--- src/logic/brp_pkg.sv ---
package brp_pkg;
	// Bus geometry and response codes
	localparam int AXI_AW = 8;
	localparam logic [1:0] RESP_OKAY = 2'b00;
	localparam logic [1:0] RESP_SLVERR = 2'b10;
	// Register byte offsets
	localparam logic [7:0] OFS_TIMER2_COUNT_CNT = 8'h00;
	localparam logic [7:0] OFS_TIMER2_COUNT_CTL = 8'h04;
	localparam logic [7:0] OFS_TIMER2_COUNT_PER = 8'h08;
	localparam logic [7:0] OFS_TIMER4_COUNT_CNT = 8'h0c;
	localparam logic [7:0] OFS_TIMER4_COUNT_CTL = 8'h10;
	localparam logic [7:0] OFS_TIMER4_COUNT_PER = 8'h14;
	localparam logic [7:0] OFS_DUTY_LO = 8'h18;
	localparam logic [7:0] OFS_DUTY_HI = 8'h1c;
	localparam logic [7:0] OFS_UNIT_CTL = 8'h20;
	localparam logic [7:0] OFS_AS_CTL = 8'h24;
	localparam logic [7:0] OFS_DB_RST = 8'h28;
	localparam logic [7:0] OFS_FLAGS = 8'h2c;
	localparam logic [7:0] OFS_TMR_SEL = 8'h30;
	localparam logic [7:0] OFS_PIN_DIR = 8'h34;
	// Field positions
	localparam int ASE_BIT = 7;
	localparam int RSEN_BIT = 7;
	localparam int TON_BIT = 2;
	localparam int FLAG2_BIT = 1;
	localparam int FLAG4_BIT = 3;
	localparam int DC_LSB = 4;
	localparam int CFG_LSB = 6;
	localparam int SRC_LSB = 4;
	localparam int PSS_AC_LSB = 2;
	localparam int PSS_BD_LSB = 0;
	// Reset values and timer control read mask
	localparam logic [7:0] REG_RST = 8'h00;
	localparam logic [7:0] PER_RST = 8'hff;
	localparam logic [3:0] PIN_DIR_RST = 4'hf;
	localparam logic [7:0] TCTL_MASK = 8'h7f;
	// Prescaler limits for 1, 4 and 16
	localparam logic [3:0] PRE_LIM_1 = 4'h0;
	localparam logic [3:0] PRE_LIM_4 = 4'h3;
	localparam logic [3:0] PRE_LIM_16 = 4'hf;
	// Output configuration modes
	typedef enum logic [1:0] {
		CFG_SINGLE = 2'b00,
		CFG_FWD = 2'b01,
		CFG_HALF = 2'b10,
		CFG_REV = 2'b11
	} brp_cfg_type;
endpackage : brp_pkg

--- src/logic/brp_top.sv ---
// Functional notes
// Auto restart only when restart bit set
// Auto restart: status follows cause, self-clears
// No auto restart: status stays until firmware
// Resume output only at next period start
// Status writes ignored while cause active
// Comparator shutdown is a level, blocks clear
// Writing one to status forces shutdown
// Mode bits 1:0 set pair polarities
// Software picks polarity before enabling pins
// Timer flag marks second period start
// Software waits one cycle before enabling pins
// Period comes from selected timer period
// Duty is low byte plus control bits 5:4
// Top control bits pick output configuration
// Half-bridge applies seven-bit dead band
// Software programs fields, then sets status
// Software clears status, configures, waits
// Timer prescale bits 1:0, run bit 2
// Software waits flag, enables pins, clears status
// Reset restores registers, pins become inputs
// Hardware sets status on selected event
// Source select codes 000 to 111
// Pair shutdown state: low, high, tri-state
// Status set at period start holds period
`timescale 1ns/1ps
module brp_top (
	// Clock and reset
	input wire logic ref_clk,
	input wire logic reset_n,
	// AXI4-Lite write address
	input wire logic s_axi_awvalid,
	output logic s_axi_awready,
	input wire logic [brp_pkg::AXI_AW-1:0] s_axi_awaddr,
	input wire logic [2:0] s_axi_awprot,
	// AXI4-Lite write data
	input wire logic s_axi_wvalid,
	output logic s_axi_wready,
	input wire logic [31:0] s_axi_wdata,
	input wire logic [3:0] s_axi_wstrb,
	// AXI4-Lite write response
	output logic s_axi_bvalid,
	input wire logic s_axi_bready,
	output logic [1:0] s_axi_bresp,
	// AXI4-Lite read address
	input wire logic s_axi_arvalid,
	output logic s_axi_arready,
	input wire logic [brp_pkg::AXI_AW-1:0] s_axi_araddr,
	input wire logic [2:0] s_axi_arprot,
	// AXI4-Lite read data
	output logic s_axi_rvalid,
	input wire logic s_axi_rready,
	output logic [31:0] s_axi_rdata,
	output logic [1:0] s_axi_rresp,
	// Shutdown sources
	input wire logic comp1_out,
	input wire logic comp2_out,
	input wire logic fault_input_n,
	// Bridge pins
	output logic bridge_out_a,
	output logic bridge_out_b,
	output logic bridge_out_c,
	output logic bridge_out_d,
	output logic bridge_oe_a_n,
	output logic bridge_oe_b_n,
	output logic bridge_oe_c_n,
	output logic bridge_oe_d_n
);
	import brp_pkg::*;

	// Bus state
	logic aw_have_r, w_have_r, w_lane0_r, wr_fire, rd_ok;
	logic [7:0] aw_addr_r, w_data_r, wr_addr, rd_val;

	// Registers
	logic [7:0] tcnt_r [2], tctl_r [2], tper_r [2];
	logic [3:0] pre_r [2];
	logic [1:0] flag_r, wrap;
	logic [1:0] frac [2];
	logic [7:0] duty_lo_r;
	logic [9:0] duty_lat_r;
	logic [7:0] unit_ctl_r;
	logic [6:0] as_cfg_r;
	logic ase_r;
	logic sd_hold_r;
	logic [7:0] db_rst_r;
	logic tsel_r;
	logic [3:0] pin_dir_r;

	// Datapath
	logic cause, boundary, pwm_mode, pwm_raw, pwm_prev_r;
	logic [6:0] db_cnt_r;
	logic db_busy, sd_active;
	logic [3:0] lvl, hiz;
	brp_cfg_type cfg;

	assign wr_fire = aw_have_r & w_have_r & ~s_axi_bvalid;
	assign wr_addr = {aw_addr_r[7:2], 2'b00};

	// Write channel: address and data taken in either order
	always_ff @(posedge ref_clk) begin
		if (!reset_n) begin
			aw_have_r <= 1'b0;
			w_have_r <= 1'b0;
			aw_addr_r <= REG_RST;
			w_data_r <= REG_RST;
			w_lane0_r <= 1'b0;
			s_axi_awready <= 1'b0;
			s_axi_wready <= 1'b0;
			s_axi_bvalid <= 1'b0;
			s_axi_bresp <= RESP_OKAY;
		end else begin
			s_axi_awready <= ~aw_have_r & ~s_axi_awready & s_axi_awvalid;
			s_axi_wready <= ~w_have_r & ~s_axi_wready & s_axi_wvalid;
			if (s_axi_awvalid & s_axi_awready) begin
				aw_have_r <= 1'b1;
				aw_addr_r <= s_axi_awaddr[7:0];
			end
			if (s_axi_wvalid & s_axi_wready) begin
				w_have_r <= 1'b1;
				w_data_r <= s_axi_wdata[7:0];
				w_lane0_r <= s_axi_wstrb[0];
			end
			if (wr_fire) begin
				aw_have_r <= 1'b0;
				w_have_r <= 1'b0;
				s_axi_bvalid <= 1'b1;
				s_axi_bresp <= (wr_addr <= OFS_PIN_DIR) ?
					RESP_OKAY : RESP_SLVERR;
			end else if (s_axi_bready) begin
				s_axi_bvalid <= 1'b0;
			end
		end
	end

	// Read decode
	always_comb begin
		rd_ok = 1'b1;
		rd_val = REG_RST;
		case ({s_axi_araddr[7:2], 2'b00})
			OFS_TIMER2_COUNT_CNT: rd_val = tcnt_r[0];
			OFS_TIMER2_COUNT_CTL: rd_val = tctl_r[0] & TCTL_MASK;
			OFS_TIMER2_COUNT_PER: rd_val = tper_r[0];
			OFS_TIMER4_COUNT_CNT: rd_val = tcnt_r[1];
			OFS_TIMER4_COUNT_CTL: rd_val = tctl_r[1] & TCTL_MASK;
			OFS_TIMER4_COUNT_PER: rd_val = tper_r[1];
			OFS_DUTY_LO: rd_val = duty_lo_r;
			OFS_DUTY_HI: rd_val = duty_lat_r[9:2];
			OFS_UNIT_CTL: rd_val = unit_ctl_r;
			OFS_AS_CTL: rd_val = {ase_r, as_cfg_r};
			OFS_DB_RST: rd_val = db_rst_r;
			OFS_FLAGS: rd_val = {4'h0, flag_r[1], 1'b0, flag_r[0], 1'b0};
			OFS_TMR_SEL: rd_val = {7'h00, tsel_r};
			OFS_PIN_DIR: rd_val = {4'h0, pin_dir_r};
			default: rd_ok = 1'b0;
		endcase
	end

	// Read channel: data one cycle after the address is taken
	always_ff @(posedge ref_clk) begin
		if (!reset_n) begin
			s_axi_arready <= 1'b0;
			s_axi_rvalid <= 1'b0;
			s_axi_rdata <= 32'h0000_0000;
			s_axi_rresp <= RESP_OKAY;
		end else begin
			s_axi_arready <= ~s_axi_arready & ~s_axi_rvalid & s_axi_arvalid;
			if (s_axi_arvalid & s_axi_arready) begin
				s_axi_rvalid <= 1'b1;
				s_axi_rdata <= {24'h00_0000, rd_val};
				s_axi_rresp <= rd_ok ? RESP_OKAY : RESP_SLVERR;
			end else if (s_axi_rready) begin
				s_axi_rvalid <= 1'b0;
			end
		end
	end

	// Plain configuration registers
	always_ff @(posedge ref_clk) begin
		// reset state
		if (!reset_n) begin
			tctl_r[0] <= REG_RST;
			tctl_r[1] <= REG_RST;
			tper_r[0] <= PER_RST;
			tper_r[1] <= PER_RST;
			duty_lo_r <= REG_RST;
			unit_ctl_r <= REG_RST;
			as_cfg_r <= 7'h00;
			db_rst_r <= REG_RST;
			tsel_r <= 1'b0;
			pin_dir_r <= PIN_DIR_RST;
		end else if (wr_fire & w_lane0_r) begin
			case (wr_addr)
				OFS_TIMER2_COUNT_CTL: tctl_r[0] <= w_data_r;
				OFS_TIMER2_COUNT_PER: tper_r[0] <= w_data_r;
				OFS_TIMER4_COUNT_CTL: tctl_r[1] <= w_data_r;
				OFS_TIMER4_COUNT_PER: tper_r[1] <= w_data_r;
				OFS_DUTY_LO: duty_lo_r <= w_data_r;
				OFS_UNIT_CTL: unit_ctl_r <= w_data_r;
				OFS_AS_CTL: as_cfg_r <= w_data_r[6:0];
				OFS_DB_RST: db_rst_r <= w_data_r;
				OFS_TMR_SEL: tsel_r <= w_data_r[0];
				OFS_PIN_DIR: pin_dir_r <= w_data_r[3:0];
				default: ;
			endcase
		end
	end

	// Two period timers
	for (genvar t = 0; t < 2; t++) begin : g_tmr
		logic [3:0] lim;
		logic cnt_wr;
		logic flag_wr;
		// prescale select
		assign lim = (tctl_r[t][1:0] == 2'b00) ? PRE_LIM_1 :
			(tctl_r[t][1:0] == 2'b01) ? PRE_LIM_4 : PRE_LIM_16;
		assign frac[t] = (lim == PRE_LIM_16) ? pre_r[t][3:2] : pre_r[t][1:0];
		assign cnt_wr = wr_fire & w_lane0_r &
			(wr_addr == ((t == 0) ? OFS_TIMER2_COUNT_CNT : OFS_TIMER4_COUNT_CNT));
		assign flag_wr = wr_fire & w_lane0_r & (wr_addr == OFS_FLAGS);
		// period match from timer period register
		assign wrap[t] = tctl_r[t][TON_BIT] & (pre_r[t] == lim) &
			(tcnt_r[t] == tper_r[t]);

		always_ff @(posedge ref_clk) begin
			if (!reset_n) begin
				tcnt_r[t] <= REG_RST;
				pre_r[t] <= 4'h0;
			end else if (cnt_wr) begin
				tcnt_r[t] <= w_data_r;
				pre_r[t] <= 4'h0;
			// run bit
			end else if (tctl_r[t][TON_BIT]) begin
				if (pre_r[t] >= lim) begin
					pre_r[t] <= 4'h0;
					tcnt_r[t] <= wrap[t] ? 8'h00 : tcnt_r[t] + 8'h01;
				end else begin
					pre_r[t] <= pre_r[t] + 4'h1;
				end
			end
		end

		// overflow flag, set wins over clear
		always_ff @(posedge ref_clk) begin
			if (!reset_n) begin
				flag_r[t] <= 1'b0;
			end else if (wrap[t]) begin
				flag_r[t] <= 1'b1;
			end else if (flag_wr) begin
				flag_r[t] <= w_data_r[(t == 0) ? FLAG2_BIT : FLAG4_BIT];
			end
		end
	end

	assign boundary = wrap[tsel_r];

	// duty latched at each period start
	always_ff @(posedge ref_clk) begin
		if (!reset_n) begin
			duty_lat_r <= 10'h000;
		end else if (boundary) begin
			duty_lat_r <= {duty_lo_r, unit_ctl_r[DC_LSB+1:DC_LSB]};
		end
	end

	// source select decode
	assign cause = (as_cfg_r[SRC_LSB] & comp1_out) |
		(as_cfg_r[SRC_LSB+1] & comp2_out) |
		(as_cfg_r[SRC_LSB+2] & ~fault_input_n);

	// Shutdown status; a live cause outranks every write
	always_ff @(posedge ref_clk) begin
		if (!reset_n) begin
			ase_r <= 1'b0;
		// hardware set
		// level cause keeps it set
		end else if (cause) begin
			ase_r <= 1'b1;
		// write only lands with no cause
		// write one forces shutdown
		// write zero is the firmware clear
		end else if (wr_fire & w_lane0_r & (wr_addr == OFS_AS_CTL)) begin
			ase_r <= w_data_r[ASE_BIT];
		// auto restart gate
		// self-clear once cause is gone
		end else if (db_rst_r[RSEN_BIT]) begin
			ase_r <= 1'b0;
		end
	end

	// hold for the period that began in shutdown
	// release only at a period start
	always_ff @(posedge ref_clk) begin
		if (!reset_n) begin
			sd_hold_r <= 1'b0;
		end else if (ase_r) begin
			sd_hold_r <= 1'b1;
		end else if (boundary) begin
			sd_hold_r <= 1'b0;
		end
	end

	assign sd_active = ase_r | sd_hold_r;
	assign pwm_mode = unit_ctl_r[3:2] == 2'b11;
	assign pwm_raw = pwm_mode &
		({tcnt_r[tsel_r], frac[tsel_r]} < duty_lat_r);
	assign cfg = brp_cfg_type'(unit_ctl_r[CFG_LSB+1:CFG_LSB]);

	// dead band restarts on every edge of the modulation
	always_ff @(posedge ref_clk) begin
		if (!reset_n) begin
			pwm_prev_r <= 1'b0;
			db_cnt_r <= 7'h00;
		end else begin
			pwm_prev_r <= pwm_raw;
			if (pwm_raw != pwm_prev_r) begin
				db_cnt_r <= db_rst_r[6:0];
			end else if (db_cnt_r != 7'h00) begin
				db_cnt_r <= db_cnt_r - 7'h01;
			end
		end
	end
	// Edge cycle counts as the first dead cycle, so the gap is exact
	assign db_busy = (pwm_raw != pwm_prev_r) ? (db_rst_r[6:0] != 7'h00) :
		(db_cnt_r > 7'h01);

	// Pin levels, active-high before polarity; order is d c b a
	always_comb begin
		lvl = 4'h0;
		hiz = 4'h0;
		// configuration and direction
		case (cfg)
			CFG_SINGLE: lvl = {3'b000, pwm_raw};
			CFG_FWD: lvl = {pwm_raw, 2'b00, pwm_mode};
			// half-bridge dead band
			CFG_HALF: lvl = {2'b00, ~pwm_raw & ~db_busy & pwm_mode,
				pwm_raw & ~db_busy};
			CFG_REV: lvl = {1'b0, pwm_mode, pwm_raw, 1'b0};
			default: lvl = 4'h0;
		endcase
		// pair polarity, bit 1 for A/C, bit 0 for B/D
		if (pwm_mode) begin
			lvl = lvl ^ {unit_ctl_r[0], unit_ctl_r[1],
				unit_ctl_r[0], unit_ctl_r[1]};
		end
		// pair shutdown states
		if (sd_active) begin
			lvl = {as_cfg_r[PSS_BD_LSB], as_cfg_r[PSS_AC_LSB],
				as_cfg_r[PSS_BD_LSB], as_cfg_r[PSS_AC_LSB]};
			hiz = {as_cfg_r[PSS_BD_LSB+1], as_cfg_r[PSS_AC_LSB+1],
				as_cfg_r[PSS_BD_LSB+1], as_cfg_r[PSS_AC_LSB+1]};
		end
	end

	// Pins registered; direction bits high leave a pin undriven
	always_ff @(posedge ref_clk) begin
		// pins start as inputs
		if (!reset_n) begin
			{bridge_out_d, bridge_out_c, bridge_out_b, bridge_out_a} <= 4'h0;
			{bridge_oe_d_n, bridge_oe_c_n, bridge_oe_b_n, bridge_oe_a_n}
				<= 4'hf;
		end else begin
			{bridge_out_d, bridge_out_c, bridge_out_b, bridge_out_a} <= lvl;
			{bridge_oe_d_n, bridge_oe_c_n, bridge_oe_b_n, bridge_oe_a_n}
				<= pin_dir_r | hiz;
		end
	end

endmodule : brp_top

--- config.mk ---
export PLATFORM = sky130hd
export DESIGN_NAME = brp_top
export DESIGN_NICKNAME = d
export VERILOG_FILES = /design/src/logic/brp_pkg.sv /design/src/logic/brp_top.sv
export SDC_FILE = /design/constraint.sdc
export NUM_CORES = 1
export LEC_CHECK = 0
export ABC_AREA = 1
export BUFFER_PORTS_ARGS = -buffer_cell sky130_fd_sc_hd__buf_2
export CORE_MARGIN = 2
export CORE_UTILIZATION = 64
export CTS_BUF_LIST = sky130_fd_sc_hd__clkbuf_8
export DETAILED_ROUTE_END_ITERATION = 10
export PLACE_DENSITY_LB_ADDON = 0.15
export SLEW_MARGIN = 20
export SYNTH_ARGS = -nofsm -noshare
export SYNTH_HDL_FRONTEND = slang
export SYNTH_SLANG_ARGS = --single-unit
--- constraint.sdc ---
create_clock -name ref_clk -period 5.5 [get_ports ref_clk]
set_clock_uncertainty 0.2 [all_clocks]
set_input_delay 1.1 -clock ref_clk [delete_from_list [all_inputs] [get_ports ref_clk]]
set_output_delay 1.1 -clock ref_clk [all_outputs]
set_load 0.1 [all_outputs]
==> results.py, run 1 <==
metrics = {
    "placement": {
        "numPortBuffers": 53,
        "place.gp.congestion": 1.02,
        "hpwl_mm": 15.2,
        "placed_cell_area_um2": 8010,
        "place_inst": 1120,
    },
    "worst_setup_path": {
        "path_cells": "buf_2, buf_4, nand2_1, inv_1, nand2_1, nor2_1, inv_2, o21ai_1, inv_2, nand2_1",
        "cpPeakStageDelay_ps": 480,
        "reg2reg_from": "tctl_r[0][1]",
        "crit_slowest_cell": "buf_4",
        "startpoint_type": "primary input",
        "arrival_ps": 2860,
        "crit_top_cell": "nand2_1",
        "path_class": "primary input to flip-flop",
        "required_ps": 5430,
        "cp-end-kind": "flip-flop",
        "cp-startpoint": "reset_n",
        "critPathMaxFanout": 47,
    },
    "drt": {
        "antenna_left": 0,
        "finalWirelength_mm": 20.8,
        "drt-initial-drc-count": 779,
        "num_vias": 6869,
        "route.detailed.drc": 0,
        "wl_per_cell_um": 18.1,
        "viasPerCell": 5.96,
        "dr.pass1.iters": 8,
    },
    "synthesis": {
        "synthArstFlopShare_pct": 0,
        "ys_top_cells_by_area": "dfxtp_1 26%, edfxtp_1 21%, nand2_1 7.1%",
        "syn_inst": 941,
        "synth_edf_count": 54,
        "yosys.area.top_type": "dfxtp_1",
        "synthFlopType": "dfxtp_1",
        "synth_top_area_share_pct": 25.6,
        "synth_seq_cells": 153,
        "synth_common_cells": "146 x nand2_1, 105 x inv_1, 103 x nor2_1",
        "yosysMostFrequentCell": "nand2_1",
        "synth.cell_area_um2": 7750,
        "yosys_warnings": 0,
        "synth_cell_types": 52,
        "yosysSeqAreaShare_pct": 46.5,
        "syn_avg_cell_area_um2": 8.24,
    },
    "clock_tree": {
        "cts_buffers": 17,
        "tritoncts": "done",
        "cts_hold_buffers": 0,
        "clock_latency_ps": 470,
        "cts_buffer_depth": 2,
        "root_buffer": "clkbuf_8",
        "h-tree-depth": 4,
        "cts_resized": 0,
        "clk_pin_slew_worst_paths_ps": 80,
        "postCtsSetupBuffers": 0,
        "cts.sinks": 153,
    },
    "floorplanning": {
        "row_count": 40,
        "core-area_um2": 11900,
        "dieArea_um2": 13000,
        "start_util_pct": 65.1,
        "num_io_pins": 117,
        "fp.dieH_um": 114,
        "die_x_um": 114,
    },
    "timing": {
        "finalCritPeriodShare_pct": 53.2,
        "worst_slew_pin_slew_ps": 1090,
        "timing.setup.tns_ps": 0,
        "rsz0062_at_grt": "no",
        "slew_headroom_pct": 26.5,
        "hold_violations": 0,
        "setup_viol": 0,
        "fmax_mhz": 342,
        "timing.final.crit_period_ps": 2930,
        "final_max_slew_viol_count": 0,
    },
    "pwr": {
        "totalPowerFinal_mw": 2.62,
        "p_leak_nw": 3.36,
        "ir_drop_mv": 0.230,
        "power_density_nw_per_um2": 310,
    },
    "hold_path": {
        "hp-class": "flip-flop to flip-flop",
        "holdCritStartpoint": "aw_have_r",
    },
    "finish": {
        "area_growth_pct": 9.07,
        "drive_gt1_share_pct": 12.2,
        "utilization_pct": 71.0,
        "finalInstanceArea_um2": 8450,
        "final_cells": 1152,
        "nets": 1083,
        "diodes": 0,
    },
    "outcome": {
        "status": "finished clean",
    },
    "job": {
        "cap_violations": 0,
    },
    "global_routing": {
        "grt_pass1_wl_mm": 32.7,
        "overflow": 0,
        "grt_pass1_vias": 6128,
        "grt_antenna_before_repair": 0,
        "gr-usage-all-layers_pct": 33.4,
        "grt_max_degree": 48,
    },
}
-- power by group --
group          leakage [nW]  internal [mW]  switching [mW]
registers              1.31           1.21          0.0477
clock network         0.224          0.505           0.444
logic                  1.83          0.119           0.290
-- cells in the final DEF, fill, tap and decap left out, types with 2 or more instances in the layout --
cell type,instances
o21ai_0,65
dfxtp_1,99
nand3_2,2
a21oi_2,2
clkbuf_8,21
conb_1,26
nand2_1,146
a221oi_1,16
nor2_1,103
o22ai_1,22
o211ai_1,5
o221ai_1,2
o21ai_1,5
buf_4,2
a31oi_1,3
nand3_1,31
a211oi_1,21
nor3_2,3
nand4_1,14
nor2_2,3
a21oi_1,76
edfxtp_1,54
xnor2_1,6
ha_1,23
inv_2,12
a22oi_1,9
inv_6,4
buf_2,53
clkinv_1,4
xor2_1,17
nor3_1,13
o2111ai_1,3
bufinv_16,3
inv_1,105
o31ai_1,2
nand2_2,4
clkinv_4,4
nor4_1,6
-- stage by stage --
stage	hold WS, ps	worst slack [ps]
after detailed placement	220	2120
after global placement	219	2130
after floorplan	198	2860
after CTS	233	2600
final	235	2570
after global routing	257	2250
-- worst max-delay path: cells and delay by family --
family                 cells  cell delay [ps]
buffers and inverters      5             1020
AND/OR/NAND/NOR            4              620
AO/OA/AOI/OAI              1              110
-- kinds of logic (layout without fill, tap and decap cells) --
logic type,after synthesis,in the layout,share of synthesized area (%)
and+or+nand+nor,333,333,18.7
adders and majority gates,23,23,3.71
other,1,26,0.0484
AOI/OAI and AO/OA,237,237,18.5
xor gates and xnor gates,23,23,2.60
buffers and inverters,171,210,9.96
DFF,153,153,46.5
-- routing by layer --
| metal | global-route usage (%) | vias up | routed length, µm |
|---|---|---|---|
| li1 | - | 3306 | - |
| met1 | 46.0 | 3065 | 8660 |
| met2 | 51.4 | 435 | 9180 |
| met3 | 7.83 | 63 | 2180 |
| met4 | 13.1 | 0 | 776 |
| met5 | 0 | - | 0 |
-- final cells by class --
cell class	instances	area [µm²]
clock buffer	21	289
clock inverter	11	159
fill	972	3460
inverter	123	469
multi-input combinational	642	3470
sequential	153	3600
tap	147	184
timing repair buffer	55	280
-- path summary, 6_finish.rpt --
path / end / slack (ps) / depth (start not counted)
max: tcnt_r[1][2] / 2570 / 10
min: s_axi_awready / 240 / 1
max reg2reg: tcnt_r[0][5] / 2580 / 10
min reg2reg: s_axi_awready / 240 / 1
-- flip-flops by register name, indices dropped and copies added (netlist names), 2 cells and up, named ones only --
register / cells
tctl_r: 14
aw_addr_r: 6
unit_ctl_r: 8
tcnt_r: 16
pin_dir_r: 4
as_cfg_r: 7
tper_r: 16
duty_lo_r: 8
duty_lat_r: 10
w_data_r: 8
pre_r: 8
s_axi_rdata: 8
db_cnt_r: 7
db_rst_r: 8
flag_r: 2
No activity file was read; power rests on OpenSTA's default activity.
==> run 2: changes to the inputs <==
--- a/config.mk
+++ b/config.mk
@@ -8,7 +8,7 @@
 export ABC_AREA = 1
 export BUFFER_PORTS_ARGS = -buffer_cell sky130_fd_sc_hd__buf_2
 export CORE_MARGIN = 2
-export CORE_UTILIZATION = 64
+export CORE_UTILIZATION = 54
 export CTS_BUF_LIST = sky130_fd_sc_hd__clkbuf_8
 export DETAILED_ROUTE_END_ITERATION = 10
 export PLACE_DENSITY_LB_ADDON = 0.15
==> constraint.sdc (replaced) <==
create_clock -name ref_clk -period 2.4 [get_ports ref_clk]
set_clock_uncertainty 0.2 [all_clocks]
set_input_delay 0.48 -clock ref_clk [delete_from_list [all_inputs] [get_ports ref_clk]]
set_output_delay 0.48 -clock ref_clk [all_outputs]
set_load 0.1 [all_outputs]
==> results.py, run 2 (synthesis results as in run 1) <==
metrics = {
    "worst_setup_path": {
        "cpPeakStageDelay_ps": 390,
        "startpoint_type": "flip-flop",
        "path_class": "flip-flop to flip-flop",
        "crit_slowest_cell": "dfxtp_4",
        "critPathMaxFanout": 5,
        "cp-end-kind": "flip-flop",
        "timing.rr.end": "bridge_out_b",
        "arrival_ps": 2710,
        "crit_buf_inv": 2,
        "path_cells": "buf_2, o21ai_1, ha_1, nand2_2, nor4_4, nand2_4, nand3_4, nand2_4, nand3_4, nand3_2, nand2_2, nand2_4, nand3_2, nand2_2, o21ai_2, inv_1",
        "r2r_slack_ps": -140,
        "cp_top_family": "simple AND/OR/NAND/NOR gates",
        "required_ps": 2570,
        "cp.depth": 16,
        "r2r_cells": 16,
    },
    "drt": {
        "drt-initial-drc-count": 725,
        "wl_met2_mm": 10.5,
        "antenna_left": 0,
        "route.detailed.drc": 0,
        "dr_wl_met3_mm": 1.92,
        "met1Wirelength_mm": 9.84,
        "dr.pass1.iters": 5,
        "wl_per_cell_um": 18.0,
        "num_vias": 7203,
        "viasPerCell": 5.63,
        "top_layer": "met4",
        "finalWirelength_mm": 23.1,
    },
    "global_routing": {
        "grt_max_degree": 49,
        "gr-usage-all-layers_pct": 30.4,
        "overflow": 0,
        "grt_antenna_before_repair": 0,
        "grt_pass1_wl_mm": 34.0,
        "grt_pass1_vias": 6281,
    },
    "floorplanning": {
        "die_x_um": 124,
        "fp.dieH_um": 124,
        "row_count": 43,
        "dieArea_um2": 15300,
        "core-area_um2": 13900,
        "num_io_pins": 117,
        "start_util_pct": 55.6,
    },
    "placement": {
        "dpl_worst_slack_ps": -273,
        "hpwl_mm": 17.0,
        "place_inst": 1237,
        "numPortBuffers": 53,
        "place.gp.congestion": 1.02,
    },
    "clock_tree": {
        "tritoncts": "done",
        "h-tree-depth": 4,
        "cts_buffer_depth": 2,
        "cts.sinks": 153,
        "clock_latency_ps": 470,
        "clk_pin_slew_worst_paths_ps": 80,
        "cts_buffers": 17,
        "root_buffer": "clkbuf_8",
    },
    "pwr": {
        "power_density_nw_per_um2": 621,
        "ir_drop_mv": 0.546,
        "p_leak_nw": 3.92,
    },
    "finish": {
        "most-common-layout-cells": "118 x nand2_1, 103 x inv_1, 97 x dfxtp_1",
        "drive_gt1_share_pct": 28.4,
        "final_cells": 1280,
        "layout_commonest_cell": "nand2_1",
        "area_growth_pct": 25.0,
        "diodes": 0,
        "top_regs": "tcnt_r (16), tper_r (16), tctl_r (14)",
        "fillCellCount": 1129,
        "utilization_pct": 69.6,
        "nets": 1179,
    },
    "hold_path": {
        "holdCritStartpoint": "s_axi_arvalid",
        "hp-class": "primary input to flip-flop",
        "holdPathStages": 3,
        "min_to": "s_axi_arready",
    },
    "timing": {
        "setup_viol": 28,
        "slew_headroom_pct": 30.8,
        "fmax_mhz": 394,
        "finalCritPeriodShare_pct": 106,
        "worst_slew_pin_slew_ps": 1030,
        "final_max_slew_viol_count": 0,
        "timing.final.crit_period_ps": 2540,
        "worst_slack_ps": -138,
        "rsz0062_at_grt": "yes",
        "hold_violations": 0,
    },
    "outcome": {
        "status": "finished, violations left",
        "violations": "setup timing",
    },
    "job": {
        "cap_violations": 0,
    },
}
run 2: cell types whose count changed in the layout (fill, tap and decap cells not counted), sizes merged:
cell,before,now
clkbuf,21,19
inv,122,124
bufinv,3,1
clkinv,8,9
buf,55,151
run 2: per-layer routing:
layer | global-route usage, % | up-vias
met2 | 47.2 | 311
li1 | - | 3481
met3 | 6.91 | 58
met5 | 0 | -
met1 | 41.2 | 3353
met4 | 12.3 | 0
run 2: worst max path at each step:
| stage | from | endpoint | slack (ps) |
|---|---|---|---|
| floorplan | flip-flop | bridge_out_b | 10 |
| global placement | tctl_r[0][1] | tcnt_r[0][6] | -150 |
| detailed placement | tctl_r[0][1] | tcnt_r[0][6] | -270 |
| finish | flip-flop | bridge_out_b | -140 |
| CTS | tcnt_r[1][3] | bridge_out_b | -170 |
| global route | flip-flop | bridge_out_b | -290 |
run 2: layout make-up:
type / instances / area [µm²] / area share [%]
clock buffer: 19 / 262 / 2.70
timing repair buffer: 151 / 1080 / 11.1
tap: 180 / 225 / 2.32
sequential: 153 / 3610 / 37.2
multi-input combinational: 642 / 3950 / 40.8
inverter: 123 / 472 / 4.87
clock inverter: 12 / 97.6 / 1.01
run 2: report_power, final:
part	internal, mW	switching, mW
sequential	2.78	0.100
combinational	0.441	0.848
clock	0.861	0.987
total	4.08	1.93
run 2: per-stage QoR:
step                hold slack [ps]  area, µm²  power (mW)  TNS, ps
floorplan                       198       7850        3.71        0
global placement                218       8700        3.95    -4430
detailed placement              225       8700        3.97    -6740
CTS                            32.8       9240        5.81    -1320
global route                   42.9       9690        6.23    -6180
finish                         39.7       9690        6.02    -1960
run 2: worst min-delay path, cell delays in order:
cell and delay [ps]:
buf_2 100, nand2_1 50, nor3_1 40
run 2: timing repair:
item,in CTS,in global routing
setup buffers,3,10
resized for setup,50,103
hold buffers,0,0
gates cloned,0,1
endpoints found under the setup margin,47,62
pin swaps,12,29
